===== src/rtl/ovfl_cfg.svh =====
// Constants for the output voltage fault limit block
`ifndef OVFL_CFG_SVH
`define OVFL_CFG_SVH
// ==========================================
// Command codes
`define OVFL_CODE_OV_THR 8'h40
`define OVFL_CODE_OV_RESP 8'h41
`define OVFL_CODE_UV_THR 8'h44
// ==========================================
// Response byte layout and reset value
`define OVFL_OV_RESP_RST 8'h80
`define OVFL_BEH_DISABLE_BIT 7
`define OVFL_RETRY_MSB 5
`define OVFL_RETRY_LSB 3
`define OVFL_DELAY_MSB 2
`define OVFL_DELAY_LSB 0
`define OVFL_RETRY_NONE 3'h0
`define OVFL_RETRY_CONT 3'h7
// ==========================================
// Default threshold ratios to the strap setpoint
`define OVFL_OV_NUM 24'h00000B
`define OVFL_OV_DEN 24'h00000A
`define OVFL_UV_NUM 24'h000055
`define OVFL_UV_DEN 24'h000064
// ==========================================
// Setpoint per strap code, volts times 2^13
`define OVFL_SP0 16'h1333
`define OVFL_SP1 16'h1999
`define OVFL_SP2 16'h2000
`define OVFL_SP3 16'h2666
`define OVFL_SP4 16'h3000
`define OVFL_SP5 16'h3999
`define OVFL_SP6 16'h5000
`define OVFL_SP7 16'h6999
// ==========================================
// Timing
`define OVFL_CLK_HZ 40000000
`define OVFL_RETRY_UNIT_MS 35
`define OVFL_RETRY_UNIT_CYC (`OVFL_CLK_HZ / 1000 * `OVFL_RETRY_UNIT_MS)
`define OVFL_STRAP_LOAD_CNT 2'h2
`define OVFL_STRAP_DONE_CNT 2'h3
`endif


===== src/rtl/ovfl_pkg.sv =====
// Types shared by the output voltage fault limit block
package ovfl_pkg;
  // ==========================================
  // Command request from the management bus engine
  typedef struct packed {
    logic wr;
    logic rd;
    logic [7:0] code;
    logic [7:0] page;
    logic [15:0] wdata;
  } ovfl_cmd_t;

  // ==========================================
  // One output voltage sample
  typedef struct packed {
    logic valid;
    logic [7:0] rail;
    logic [15:0] vout;
  } ovfl_meas_t;

  // ==========================================
  // Per-rail protection state
  typedef enum logic [1:0] {
    OVFL_ST_OFF = 2'b00,
    OVFL_ST_RUN = 2'b01,
    OVFL_ST_WAIT = 2'b10,
    OVFL_ST_LATCHED = 2'b11
  } ovfl_rail_st_t;
endpackage


===== src/rtl/ovfl_retry_timer.sv =====
// Start-to-start restart interval timer for one rail
`include "ovfl_cfg.svh"
module ovfl_retry_timer #(
  parameter int unsigned UNIT_CYC = `OVFL_RETRY_UNIT_CYC
) (
  // Clock and reset
  input wire logic i_mclk,
  input wire logic i_rstn,
  // Control
  input wire logic i_start,
  input wire logic [2:0] i_delay,
  // Status
  output logic o_elapsed
);
  import ovfl_pkg::*;

  localparam int PRE_W = $clog2(UNIT_CYC + 1);

  logic [PRE_W-1:0] pre;
  logic [PRE_W-1:0] next_pre;
  logic [3:0] ticks;
  logic [3:0] next_ticks;
  logic next_elapsed;
  logic tick;

  // ==========================================
  // Unit divider and unit count, both restarted by an attempt start
  always_comb begin
    tick = (pre == PRE_W'(UNIT_CYC - 1));
    if (i_start || tick) begin
      next_pre = '0;
    end else begin
      next_pre = pre + PRE_W'(1);
    end
    if (i_start) begin
      next_ticks = 4'h0;
    end else if (tick && ticks != 4'hF) begin
      next_ticks = ticks + 4'h1;
    end else begin
      next_ticks = ticks;
    end
    // Interval is (delay + 1) units from the attempt start
    next_elapsed = !i_start && (next_ticks > {1'b0, i_delay}); // RL11 RL12
  end

  // Divider runs even when idle; cheaper than gating per rail
  always_ff @(posedge i_mclk or negedge i_rstn) begin
    if (!i_rstn) begin
      pre <= '0;
      ticks <= 4'h0;
      o_elapsed <= 1'b0;
    end else begin
      pre <= next_pre;
      ticks <= next_ticks;
      o_elapsed <= next_elapsed;
    end
  end
endmodule


===== src/rtl/ovfl_top.sv =====
// Output over/under-voltage limits, response and restart sequencing
`include "ovfl_cfg.svh"

// What this block does
// (RL1) Over-voltage threshold at code 40h, two bytes, read and write.
// (RL2) Thresholds are unsigned 16-bit codes, volts equal code times 2^-13.
// (RL3) Over-voltage threshold defaults to 1.10 times the strap setpoint.
// (RL4) All three commands are held per rail, chosen by page.
// (RL5) Over-voltage response at code 41h, one byte, reset 80h.
// (RL6) Bits 7:6 behaviour; 10/11 disable and apply retry bits 5:3.
// (RL7) Over-voltage fault pulls alert low and sets its fault flag.
// (RL8) Fault flags clear only on the clear-faults command.
// (RL9) Retry 000 keeps the output off until device restart.
// (RL10) Retry 111 restarts until disabled, bias lost or another fault.
// (RL11) Retry interval is (delay field plus one) times 35 ms.
// (RL12) Interval runs from one attempt start to the next start.
// (RL13) Host should keep the response at no restarts.
// (RL14) Under-voltage threshold at code 44h, two bytes, read and write.
// (RL15) Under-voltage detection masked while ramping, before power good, or off.
// (RL16) Host keeps under-voltage threshold below the power-good threshold.
// (RL17) Under-voltage threshold defaults to 0.85 times the strap setpoint.
// (RL18) Each sample is compared against both thresholds of its rail; this block compares a sample only while its rail runs.
// (RL19) A restart re-enables through soft start and re-enters fault handling.
module ovfl_top #(
  parameter int unsigned N_RAILS = 2,
  parameter int unsigned RETRY_UNIT_CYC = `OVFL_RETRY_UNIT_CYC
) (
  // Clock and reset
  input wire logic i_mclk,
  input wire logic i_rstn,
  // Command port
  input wire ovfl_pkg::ovfl_cmd_t i_cmd,
  input wire logic i_clear_faults,
  output logic [15:0] o_cmd_rdata,
  output logic o_cmd_rvalid,
  output logic o_cmd_unknown,
  // Pins
  input wire logic [2:0] i_setpoint_strap,
  input wire logic [N_RAILS-1:0] i_rail_enable,
  output logic o_alert_line,
  output logic o_alert_line_oe_n,
  // Measurement and rail status
  input wire ovfl_pkg::ovfl_meas_t i_meas,
  input wire logic [N_RAILS-1:0] i_output_ok_flag,
  input wire logic [N_RAILS-1:0] i_ramping,
  input wire logic [N_RAILS-1:0] i_other_fault,
  // Rail control and fault flags
  output logic [N_RAILS-1:0] o_rail_run,
  output logic [N_RAILS-1:0] o_ov_fault,
  output logic [N_RAILS-1:0] o_uv_fault
);
  import ovfl_pkg::*;

  localparam int RAIL_W = (N_RAILS > 1) ? $clog2(N_RAILS) : 1;

  // ==========================================
  // Pin synchronisers and strap capture
  logic [2:0] strap_s1;
  logic [2:0] strap_s2;
  logic [N_RAILS-1:0] en_s1;
  logic [N_RAILS-1:0] en_s2;
  logic [1:0] load_cnt;
  logic [1:0] next_load_cnt;
  logic load_dflt;
  logic [15:0] sp_code;
  // Products are 24 bits wide: the top setpoint times 85 does not fit in 20
  logic [23:0] ov_prod;
  logic [23:0] uv_prod;
  logic [15:0] ov_dflt;
  logic [15:0] uv_dflt;

  // Strap is sampled after release, once the sync chain holds pin data
  always_comb begin
    load_dflt = (load_cnt == `OVFL_STRAP_LOAD_CNT);
    if (load_cnt != `OVFL_STRAP_DONE_CNT) begin
      next_load_cnt = load_cnt + 2'h1;
    end else begin
      next_load_cnt = load_cnt;
    end
  end

  always_ff @(posedge i_mclk or negedge i_rstn) begin
    if (!i_rstn) begin
      strap_s1 <= 3'h0;
      strap_s2 <= 3'h0;
      en_s1 <= '0;
      en_s2 <= '0;
      load_cnt <= 2'h0;
    end else begin
      strap_s1 <= i_setpoint_strap;
      strap_s2 <= strap_s1;
      en_s1 <= i_rail_enable;
      en_s2 <= en_s1;
      load_cnt <= next_load_cnt;
    end
  end

  // Setpoint lookup and default thresholds
  always_comb begin
    case (strap_s2)
      3'h0: sp_code = `OVFL_SP0;
      3'h1: sp_code = `OVFL_SP1;
      3'h2: sp_code = `OVFL_SP2;
      3'h3: sp_code = `OVFL_SP3;
      3'h4: sp_code = `OVFL_SP4;
      3'h5: sp_code = `OVFL_SP5;
      3'h6: sp_code = `OVFL_SP6;
      default: sp_code = `OVFL_SP7;
    endcase
    // Integer truncation of the scaled setpoint; the quotient always fits 16 bits
    ov_prod = {8'h00, sp_code} * `OVFL_OV_NUM / `OVFL_OV_DEN; // RL3 RL2
    uv_prod = {8'h00, sp_code} * `OVFL_UV_NUM / `OVFL_UV_DEN; // RL17
    ov_dflt = ov_prod[15:0];
    uv_dflt = uv_prod[15:0];
  end

  // ==========================================
  // Per-rail registers, protection state and flags
  logic [15:0] ov_thr [N_RAILS];
  logic [15:0] uv_thr [N_RAILS];
  logic [7:0] ov_resp [N_RAILS];

  genvar g;
  generate
    for (g = 0; g < N_RAILS; g++) begin : g_rail
      logic wr_hit;
      logic [15:0] next_ov_thr;
      logic [15:0] next_uv_thr;
      logic [7:0] next_ov_resp;
      ovfl_rail_st_t st;
      ovfl_rail_st_t next_st;
      logic next_run;
      logic next_ov_flag;
      logic next_uv_flag;
      logic meas_hit;
      logic ov_det;
      logic uv_det;
      logic start;
      logic elapsed;
      logic retry_cont;

      // Command writes, page selects the rail
      always_comb begin
        wr_hit = i_cmd.wr && (i_cmd.page == 8'(g)); // RL4
        next_ov_thr = ov_thr[g];
        next_uv_thr = uv_thr[g];
        next_ov_resp = ov_resp[g];
        if (load_dflt) begin
          next_ov_thr = ov_dflt; // RL3
          next_uv_thr = uv_dflt; // RL17
        end else if (wr_hit) begin
          if (i_cmd.code == `OVFL_CODE_OV_THR) begin
            next_ov_thr = i_cmd.wdata; // RL1
          end else if (i_cmd.code == `OVFL_CODE_OV_RESP) begin
            next_ov_resp = i_cmd.wdata[7:0]; // RL5
          end else if (i_cmd.code == `OVFL_CODE_UV_THR) begin
            next_uv_thr = i_cmd.wdata; // RL14
          end
        end
      end

      always_ff @(posedge i_mclk or negedge i_rstn) begin
        if (!i_rstn) begin
          ov_thr[g] <= 16'h0000;
          uv_thr[g] <= 16'h0000;
          ov_resp[g] <= `OVFL_OV_RESP_RST; // RL5
        end else begin
          ov_thr[g] <= next_ov_thr;
          uv_thr[g] <= next_uv_thr;
          ov_resp[g] <= next_ov_resp;
        end
      end

      // Fault detection and restart sequencing
      always_comb begin
        meas_hit = i_meas.valid && (i_meas.rail == 8'(g));
        // Faults only counted while the rail is actually driven
        ov_det = meas_hit && (st == OVFL_ST_RUN) && (i_meas.vout > ov_thr[g]); // RL18
        uv_det = meas_hit && (st == OVFL_ST_RUN) && i_output_ok_flag[g]
          && !i_ramping[g] && (i_meas.vout < uv_thr[g]); // RL15 RL18
        // Unused behaviour and retry codes fall back to a latched shutdown
        retry_cont = ov_resp[g][`OVFL_BEH_DISABLE_BIT]
          && (ov_resp[g][`OVFL_RETRY_MSB:`OVFL_RETRY_LSB] == `OVFL_RETRY_CONT); // RL6
        next_st = st;
        start = 1'b0;
        case (st)
          OVFL_ST_OFF: begin
            if (en_s2[g] && !i_other_fault[g]) begin
              next_st = OVFL_ST_RUN;
              start = 1'b1;
            end
          end
          OVFL_ST_RUN: begin
            if (!en_s2[g]) begin
              next_st = OVFL_ST_OFF;
            end else if (i_other_fault[g]) begin
              next_st = OVFL_ST_LATCHED;
            end else if (ov_det && retry_cont) begin
              next_st = OVFL_ST_WAIT; // RL10
            end else if (ov_det) begin
              next_st = OVFL_ST_LATCHED; // RL9
            end
          end
          OVFL_ST_WAIT: begin
            if (!en_s2[g]) begin
              next_st = OVFL_ST_OFF; // RL10
            end else if (i_other_fault[g]) begin
              next_st = OVFL_ST_LATCHED; // RL10
            end else if (elapsed) begin
              next_st = OVFL_ST_RUN; // RL19 RL12
              start = 1'b1;
            end
          end
          default: begin
            next_st = OVFL_ST_LATCHED; // RL9
          end
        endcase
        next_run = (next_st == OVFL_ST_RUN); // RL19
        // Set wins over a clear in the same cycle
        next_ov_flag = ov_det || (o_ov_fault[g] && !i_clear_faults); // RL7 RL8
        next_uv_flag = uv_det || (o_uv_fault[g] && !i_clear_faults); // RL8
      end

      always_ff @(posedge i_mclk or negedge i_rstn) begin
        if (!i_rstn) begin
          st <= OVFL_ST_OFF;
          o_rail_run[g] <= 1'b0;
          o_ov_fault[g] <= 1'b0;
          o_uv_fault[g] <= 1'b0;
        end else begin
          st <= next_st;
          o_rail_run[g] <= next_run;
          o_ov_fault[g] <= next_ov_flag;
          o_uv_fault[g] <= next_uv_flag;
        end
      end

      ovfl_retry_timer #(
        .UNIT_CYC(RETRY_UNIT_CYC)
      ) u_timer (
        .i_mclk(i_mclk),
        .i_rstn(i_rstn),
        .i_start(start),
        .i_delay(ov_resp[g][`OVFL_DELAY_MSB:`OVFL_DELAY_LSB]),
        .o_elapsed(elapsed)
      );
    end
  endgenerate

  // ==========================================
  // Command reads and alert pin
  logic [15:0] next_rdata;
  logic next_unknown;
  logic next_alert_oe_n;
  logic [RAIL_W-1:0] rd_idx;
  logic page_ok;

  always_comb begin
    rd_idx = i_cmd.page[RAIL_W-1:0];
    page_ok = ({24'h000000, i_cmd.page} < 32'(N_RAILS)); // RL4
    next_rdata = 16'h0000;
    next_unknown = 1'b0;
    if (!page_ok) begin
      next_unknown = 1'b1;
    end else if (i_cmd.code == `OVFL_CODE_OV_THR) begin
      next_rdata = ov_thr[rd_idx]; // RL1
    end else if (i_cmd.code == `OVFL_CODE_OV_RESP) begin
      next_rdata = {8'h00, ov_resp[rd_idx]}; // RL5
    end else if (i_cmd.code == `OVFL_CODE_UV_THR) begin
      next_rdata = uv_thr[rd_idx]; // RL14
    end else begin
      next_unknown = 1'b1;
    end
    // Alert stays low while any flag is held
    next_alert_oe_n = !(|{o_ov_fault, o_uv_fault}); // RL7
  end

  always_ff @(posedge i_mclk or negedge i_rstn) begin
    if (!i_rstn) begin
      o_cmd_rdata <= 16'h0000;
      o_cmd_rvalid <= 1'b0;
      o_cmd_unknown <= 1'b0;
      o_alert_line_oe_n <= 1'b1;
    end else begin
      if (i_cmd.rd) begin
        o_cmd_rdata <= next_rdata;
      end
      o_cmd_rvalid <= i_cmd.rd;
      o_cmd_unknown <= i_cmd.rd && next_unknown;
      o_alert_line_oe_n <= next_alert_oe_n;
    end
  end

  // Open-drain alert only ever drives low
  // The pull-up outside the device supplies the released level
  assign o_alert_line = 1'b0;
endmodule


===== config.mk =====
export PLATFORM = sky130hd
export DESIGN_NAME = ovfl_top
export DESIGN_NICKNAME = d
export VERILOG_FILES = /design/src/rtl/ovfl_pkg.sv /design/src/rtl/ovfl_retry_timer.sv /design/src/rtl/ovfl_top.sv
export VERILOG_INCLUDE_DIRS = /design/src /design/src/rtl
export SDC_FILE = /design/constraint.sdc
export NUM_CORES = 1
export LEC_CHECK = 0
export BUFFER_PORTS_ARGS = -buffer_cell sky130_fd_sc_hd__buf_2
export CORE_ASPECT_RATIO = 0.5
export CORE_MARGIN = 3
export CORE_UTILIZATION = 40
export DETAILED_ROUTE_END_ITERATION = 10
export PLACE_DENSITY_LB_ADDON = 0.15
export REMOVE_ABC_BUFFERS = 1
export SLEW_MARGIN = 20
export SYNTH_ARGS = -nofsm -noshare
export SYNTH_HDL_FRONTEND = slang
export SYNTH_SLANG_ARGS = --single-unit
export TNS_END_PERCENT = 1

===== constraint.sdc =====
create_clock -name i_mclk -period 23.9 [get_ports i_mclk]
set_input_delay 1.195 -clock i_mclk [delete_from_list [all_inputs] [get_ports i_mclk]]
set_output_delay 1.195 -clock i_mclk [all_outputs]
set_load 0.03 [all_outputs]

==> results.ini, run 1 <==
[worst_setup_path]
cpPeakStageDelay_ns = 0.88
end_kind = register
critPathLaunchType = register
r2r_setup_slack_ns = 2.39
worstPathArrival_ns = 21.80
r2r-start = strap_s2[1]
critPathSlowestCell = dfrtp_1
critPathKind = reg -> reg
r2r-end = uv_thr[0]
rr_worst_depth = 65
crit_fanout = 26
cp_common_cell = ha_1
critPathTopFamily = compound AO/OA/AOI/OAI gates
crit_buf_inv = 3
required_ns = 24.20

[finish]
syn2layout_area_growth_pct = 7.700
drive_gt1_share_pct = 11.60
nets = 3360
stdcell_area_um2 = 25340

[synthesis]
async_flop_share_pct = 100.0
synth_cell_type_count = 135
yosysTopAreaCell = dfrtp_1
postSynthAreaPerCell_um2 = 7.543
synth_edf_count = 0
synth_top_area_share_pct = 18.08
synthTopCellsByArea = dfrtp_1, ha_1, nand2_1
ys_ff_latch = 173
synthCells = 3119
ys_seq_area_share_pct = 18.42
syn_area_um2 = 23530
synth_warnings = 0
ys.flop_type = dfrtp_1

[route]
wl_per_cell_um = 20.19
vias_per_cell = 6.202
drtPass1Iterations = 7
drtAntennaViolNets = 0
drt-total-wl_um = 79240
num_vias = 24340
drt-initial-drc-count = 2397
drc = 0

[placed_design]
dpl_cell_area_um2 = 24720
port_buffers = 97
routabilityCongestion = 0.9038
pre_cts_ws_ns = 2.572
hpwlAfterDp_um = 61600

[clock_network]
cts_resized = 0
cts_setup_buffers = 0
cts_hold_buffers = 0
cts_buffer_depth = 2
cts_made_buffers = 17
worstSkewPairLatency_ns = 0.44
clock-root-buffer = clkbuf_16
cts_htree_levels = 4
cts_tree = done
clk_pin_slew_ns = 0.08
clkSinkCount = 173

[run]
max_cap_viol_count = 0

[die]
core_area_um2 = 57790
start_util_pct = 40.71
die_width_um = 349.0
die_h_um = 177.5
placementRows = 62
ioPinCount = 99
die_area_um2 = 61940

[timing]
setup_viol = 0
tightest_slew_ns = 1.047
max_slew_margin_pct = 29.71
slew_viol_final = 0
fin_skew_ns = 0.01981
post-route-min-period_ns = 21.51
clock.fmax_mhz = 46.49
fin_ws_ns = 2.391
fin_tns_setup_ns = 0
rsz0062_at_grt = false
period_share_pct = 90.00
holdWs_ns = 0.3473
hold_viol_final = 0

[hold_path]
hold_end = en_s2[1]
hold_path_depth = 0
min-delay-start = en_s1[1]
hp-class = reg -> reg

[grt]
grt_max_degree = 63
grt_overflow_total = 0
antenna_found_initial = 4
grt_pass1_vias = 22440
grt_pass1_wl_um = 125700
grt_util_all_layers_pct = 24.90

[status]
outcome = finished clean

[synth_stat cells, types with 12 or more instances]
cell and n:
o221ai_1 12, a21oi_1 205, o21ai_1 22, nor2b_1 36, clkbuf_1 89, nand2_1 294, and3_1 47, o21a_1 30
inv_1 166, or2_2 17, nor4_1 37, a221oi_1 13, or4_1 14, a21o_1 42, o21bai_1 14, o2111ai_1 15
and2_1 43, o31ai_1 39, a31oi_1 63, nor3_1 75, buf_2 20, nand2b_1 40, a211o_1 23, nand3_1 147
o22ai_1 30, or3_1 28, ha_1 133, o211ai_1 49, xor2_1 57, mux2_2 73, nor2_1 289, o21ai_0 191
mux2i_1 30, a21boi_0 16, xnor2_1 124, nand4_1 45, dfrtp_1 170, a211oi_1 36
[registers in the layout, indices dropped and copies added (netlist names), 3 cells and up]
name                  count
o_cmd_rdata              16
uv_thr                   32
ov_thr                   32
g_rail.u_timer.ticks      8
g_rail.st                 4
g_rail.u_timer.pre       42
ov_resp                  16
strap_s1                  3
strap_s2                  3
[routing by layer]
metal	wire length [um]	track usage, %
met5	0	0
met4	1145	4.609
met3	4920	2.701
met2	35210	39.94
met1	37970	36.28
[final cells by class]
class / count / area, um^2
fill: 5879 / 32450
multi-input combinational: 2647 / 18030
sequential: 173 / 4333
tap: 768 / 960.9
timing repair buffer: 132 / 754.5
inverter: 172 / 648.1
clock buffer: 20 / 446.7
clock inverter: 12 / 160.2
antenna: 1 / 2.502
[kinds of logic after synthesis]
group           synth area share [%]
fa+ha+maj                      8.222
compound gates                 29.65
simple gates                   25.45
buf+inv                        5.174
mux                            5.839
other cells                  0.01594
xor+xnor                       7.227
flops                          18.42
[how the worst max path moves through the flow]
stage | start | cells past startpoint | end | slack, ns
floorplan | strap_s2[0] | 59 | uv_thr[16] | 4.54
global placement | strap_s2[1] | 62 | uv_thr[0] | 2.96
detailed placement | strap_s2[1] | 65 | uv_thr[0] | 2.57
CTS | strap_s2[1] | 65 | uv_thr[0] | 2.47
global route | strap_s2[1] | 64 | uv_thr[0] | 1.0
finish | strap_s2[1] | 65 | uv_thr[0] | 2.39
[stage by stage]
step	utilization, %	instances
floorplan	-	2992
global placement	42.78	3892
detailed placement	42.78	3892
CTS	43.83	3924
global route	43.85	3925
finish	43.85	3925
[placed cells by master, fill, tap and decap left out, drive strengths merged, types with 43 or more instances in the layout]
cell	Yosys	final
a211oi	43	43
o21ai	215	215
xor2	59	59
a21oi	212	212
nor3	78	78
and2	47	47
o31ai	43	43
nand4	46	46
mux2	75	75
nor2	293	293
and3	48	48
inv	171	174
xnor2	127	127
dfrtp	170	170
nand3	150	150
ha	133	133
nand2	298	298
a31oi	66	66
buf	42	132
o211ai	49	49
Power of run 1 is not shown: default switching activity piles up to over one toggle a cycle in this logic, so the estimate is an artifact.
==> run 2: changes to the inputs <==
- CELL_PAD_IN_SITES_DETAIL_PLACEMENT: not set -> 0
- CELL_PAD_IN_SITES_GLOBAL_PLACEMENT: not set -> 1
==> run 2 against run 1 <==
  * Die area unchanged
  * First-iteration DRC count fell by 20%
  * Largest cell class unchanged
  * Highest routed layer unchanged
  * Hold slack improved by 0.0052 ns
  * Register-to-register slack lost 0.43 ns
==> results.ini, run 2 (synthesis results as in run 1) <==
[status]
outcome = finished clean

[clock_network]
worstSkewPairLatency_ns = 0.45  ; about the same
cts_resized = 0  ; unchanged
cts_htree_levels = 4  ; unchanged
clock-root-buffer = clkbuf_16
cts_buffer_depth = 2  ; unchanged
cts_setup_buffers = 0  ; unchanged
clk_pin_slew_ns = 0.08  ; about the same
cts_tree = done
cts_made_buffers = 17  ; unchanged
cts_hold_buffers = 0  ; unchanged
clkSinkCount = 173  ; unchanged

[placed_design]
port_buffers = 97  ; unchanged
routabilityCongestion = 0.8942  ; -1.1%
dpl_cell_area_um2 = 24750  ; +0.13%
hpwlAfterDp_um = 63240  ; +2.7%

[grt]
grt_pass1_vias = 22870  ; +1.9%
grt_pass1_wl_um = 129400  ; +3.0%
grt_util_all_layers_pct = 25.77  ; +0.87 points
grt_overflow_total = 0  ; unchanged
antenna_found_initial = 2  ; -2
grt_max_degree = 84  ; +33%

[timing]
slew_viol_final = 0  ; unchanged
rsz0062_at_grt = false
post-route-min-period_ns = 21.94  ; +0.4268 ns
fin_tns_setup_ns = 0  ; unchanged
max_slew_margin_pct = 26.61  ; -3.1 points
setup_viol = 0  ; unchanged
period_share_pct = 91.78  ; +1.8 points
hold_viol_final = 0  ; unchanged
clock.fmax_mhz = 45.59  ; -1.9%
fin_skew_ns = 0.02502  ; +0.005213 ns
tightest_slew_ns = 1.094  ; +0.04750 ns

[finish]
final_cell_mix = nand2_1, nor2_1, a21oi_1, o21ai_0, dfrtp_1
stdcell_area_um2 = 25300  ; -0.15%
syn2layout_area_growth_pct = 7.541
drive_gt1_share_pct = 11.62  ; +0.024 points
layout_commonest_cell = nand2_1
nFillCells = 6023  ; +2.4%
regMostFlops = g_rail.u_timer.pre
largest_register_ffs = 42  ; unchanged
nets = 3363  ; +0.089%
reg_top3 = g_rail.u_timer.pre (42), ov_thr (32), uv_thr (32)

[die]
core_area_um2 = 57790  ; unchanged
die_area_um2 = 61940  ; unchanged
ioPinCount = 99  ; unchanged
die_h_um = 177.5  ; unchanged
start_util_pct = 40.71  ; unchanged
die_width_um = 349.0  ; unchanged
placementRows = 62  ; unchanged

[route]
drc = 0  ; unchanged
drt-total-wl_um = 81040  ; +2.3%
drt-initial-drc-count = 1925  ; -20%
wl_per_cell_um = 20.64  ; +2.2%
drtPass1Iterations = 6  ; -1
vias_per_cell = 6.204  ; about the same
drtAntennaViolNets = 0  ; unchanged
num_vias = 24360  ; +0.078%

[hold_path]
hold_path_depth = 0  ; unchanged
hp-class = reg -> reg
hold_end = strap_s2[2]
min-delay-start = strap_s1[2]

[worst_setup_path]
cpPeakStageDelay_ns = 0.93  ; +0.05 ns
worstPathArrival_ns = 22.24  ; +0.44 ns
r2r-start = strap_s2[1]
end_kind = register
cp_common_cell = ha_1
r2r-end = uv_thr[0]
critPathKind = reg -> reg
rr_worst_depth = 63  ; -3.1%
crit_fanout = 26  ; unchanged
critPathSlowestCell = dfrtp_1
required_ns = 24.20  ; about the same
critPathLaunchType = register
r2r_setup_slack_ns = 1.96  ; -0.43 ns

[run]
max_cap_viol_count = 0  ; unchanged

==> run 2: cell types whose count changed in the layout (fill, tap and decap cells not counted), moves of 2 or more <==
cell / change
inv_6: -3
clkbuf_1: +2
clkinv_4: +2
buf_4: +3
bufinv_16: -2
==> run 2: metrics by stage <==
step,hold slack [ns],utilization (%),setup slack (ns),instances
after global routing,0.3554,43.78,0.2618,3927
after floorplan,0.3312,-,4.543,2992
after CTS,0.3540,43.78,2.234,3926
after global placement,0.3311,42.83,2.813,3895
after detailed placement,0.3380,42.83,2.354,3895
final,0.3526,43.78,1.964,3927
==> run 2: per-layer routing <==
layer  global-route usage [%]  share of wire, %  vias up
li1                         -                 -    11730
met1                    37.50                49    11860
met2                    41.08                44      692
met3                    2.544               5.4       79
met4                    5.841               1.7        0
met5                        0                 0        -
==> run 2: worst max path at each step <==
stage                           start    endpoint  cells after the start  slack [ns]
after detailed placement  strap_s2[1]   uv_thr[0]                     63        2.35
after CTS                 strap_s2[1]   uv_thr[0]                     63        2.23
after global placement    strap_s2[1]   uv_thr[0]                     61        2.81
final                     strap_s2[1]   uv_thr[0]                     63        1.96
after global routing      strap_s2[1]   uv_thr[0]                     65        0.26
after floorplan           strap_s2[0]  uv_thr[16]                     59        4.54
==> run 2: layout make-up <==
cell class	instances	area, um^2	area share (%)
multi-input cells	2647	18030	71.27
clock buffers	22	454.2	1.795
inverters	172	648.1	2.562
diodes	1	2.502	0.009890
clock inverters	9	91.34	0.3610
repair buffers	135	779.5	3.081
well taps	768	960.9	3.798
flip-flops and latches	173	4333	17.12
==> run 2: critical path: cells and delay by family (launching register included) <==
kind                     cells  cell delay, ns
XOR/XNOR                     3            0.71
adder cells (fa/ha/maj)      6            2.24
AND/OR/NAND/NOR             23            7.35
buffers and inverters        3            0.40
flip-flops                   1            0.93
AO/OA/AOI/OAI               28           10.10
Power of run 2 is left out for the same reason.
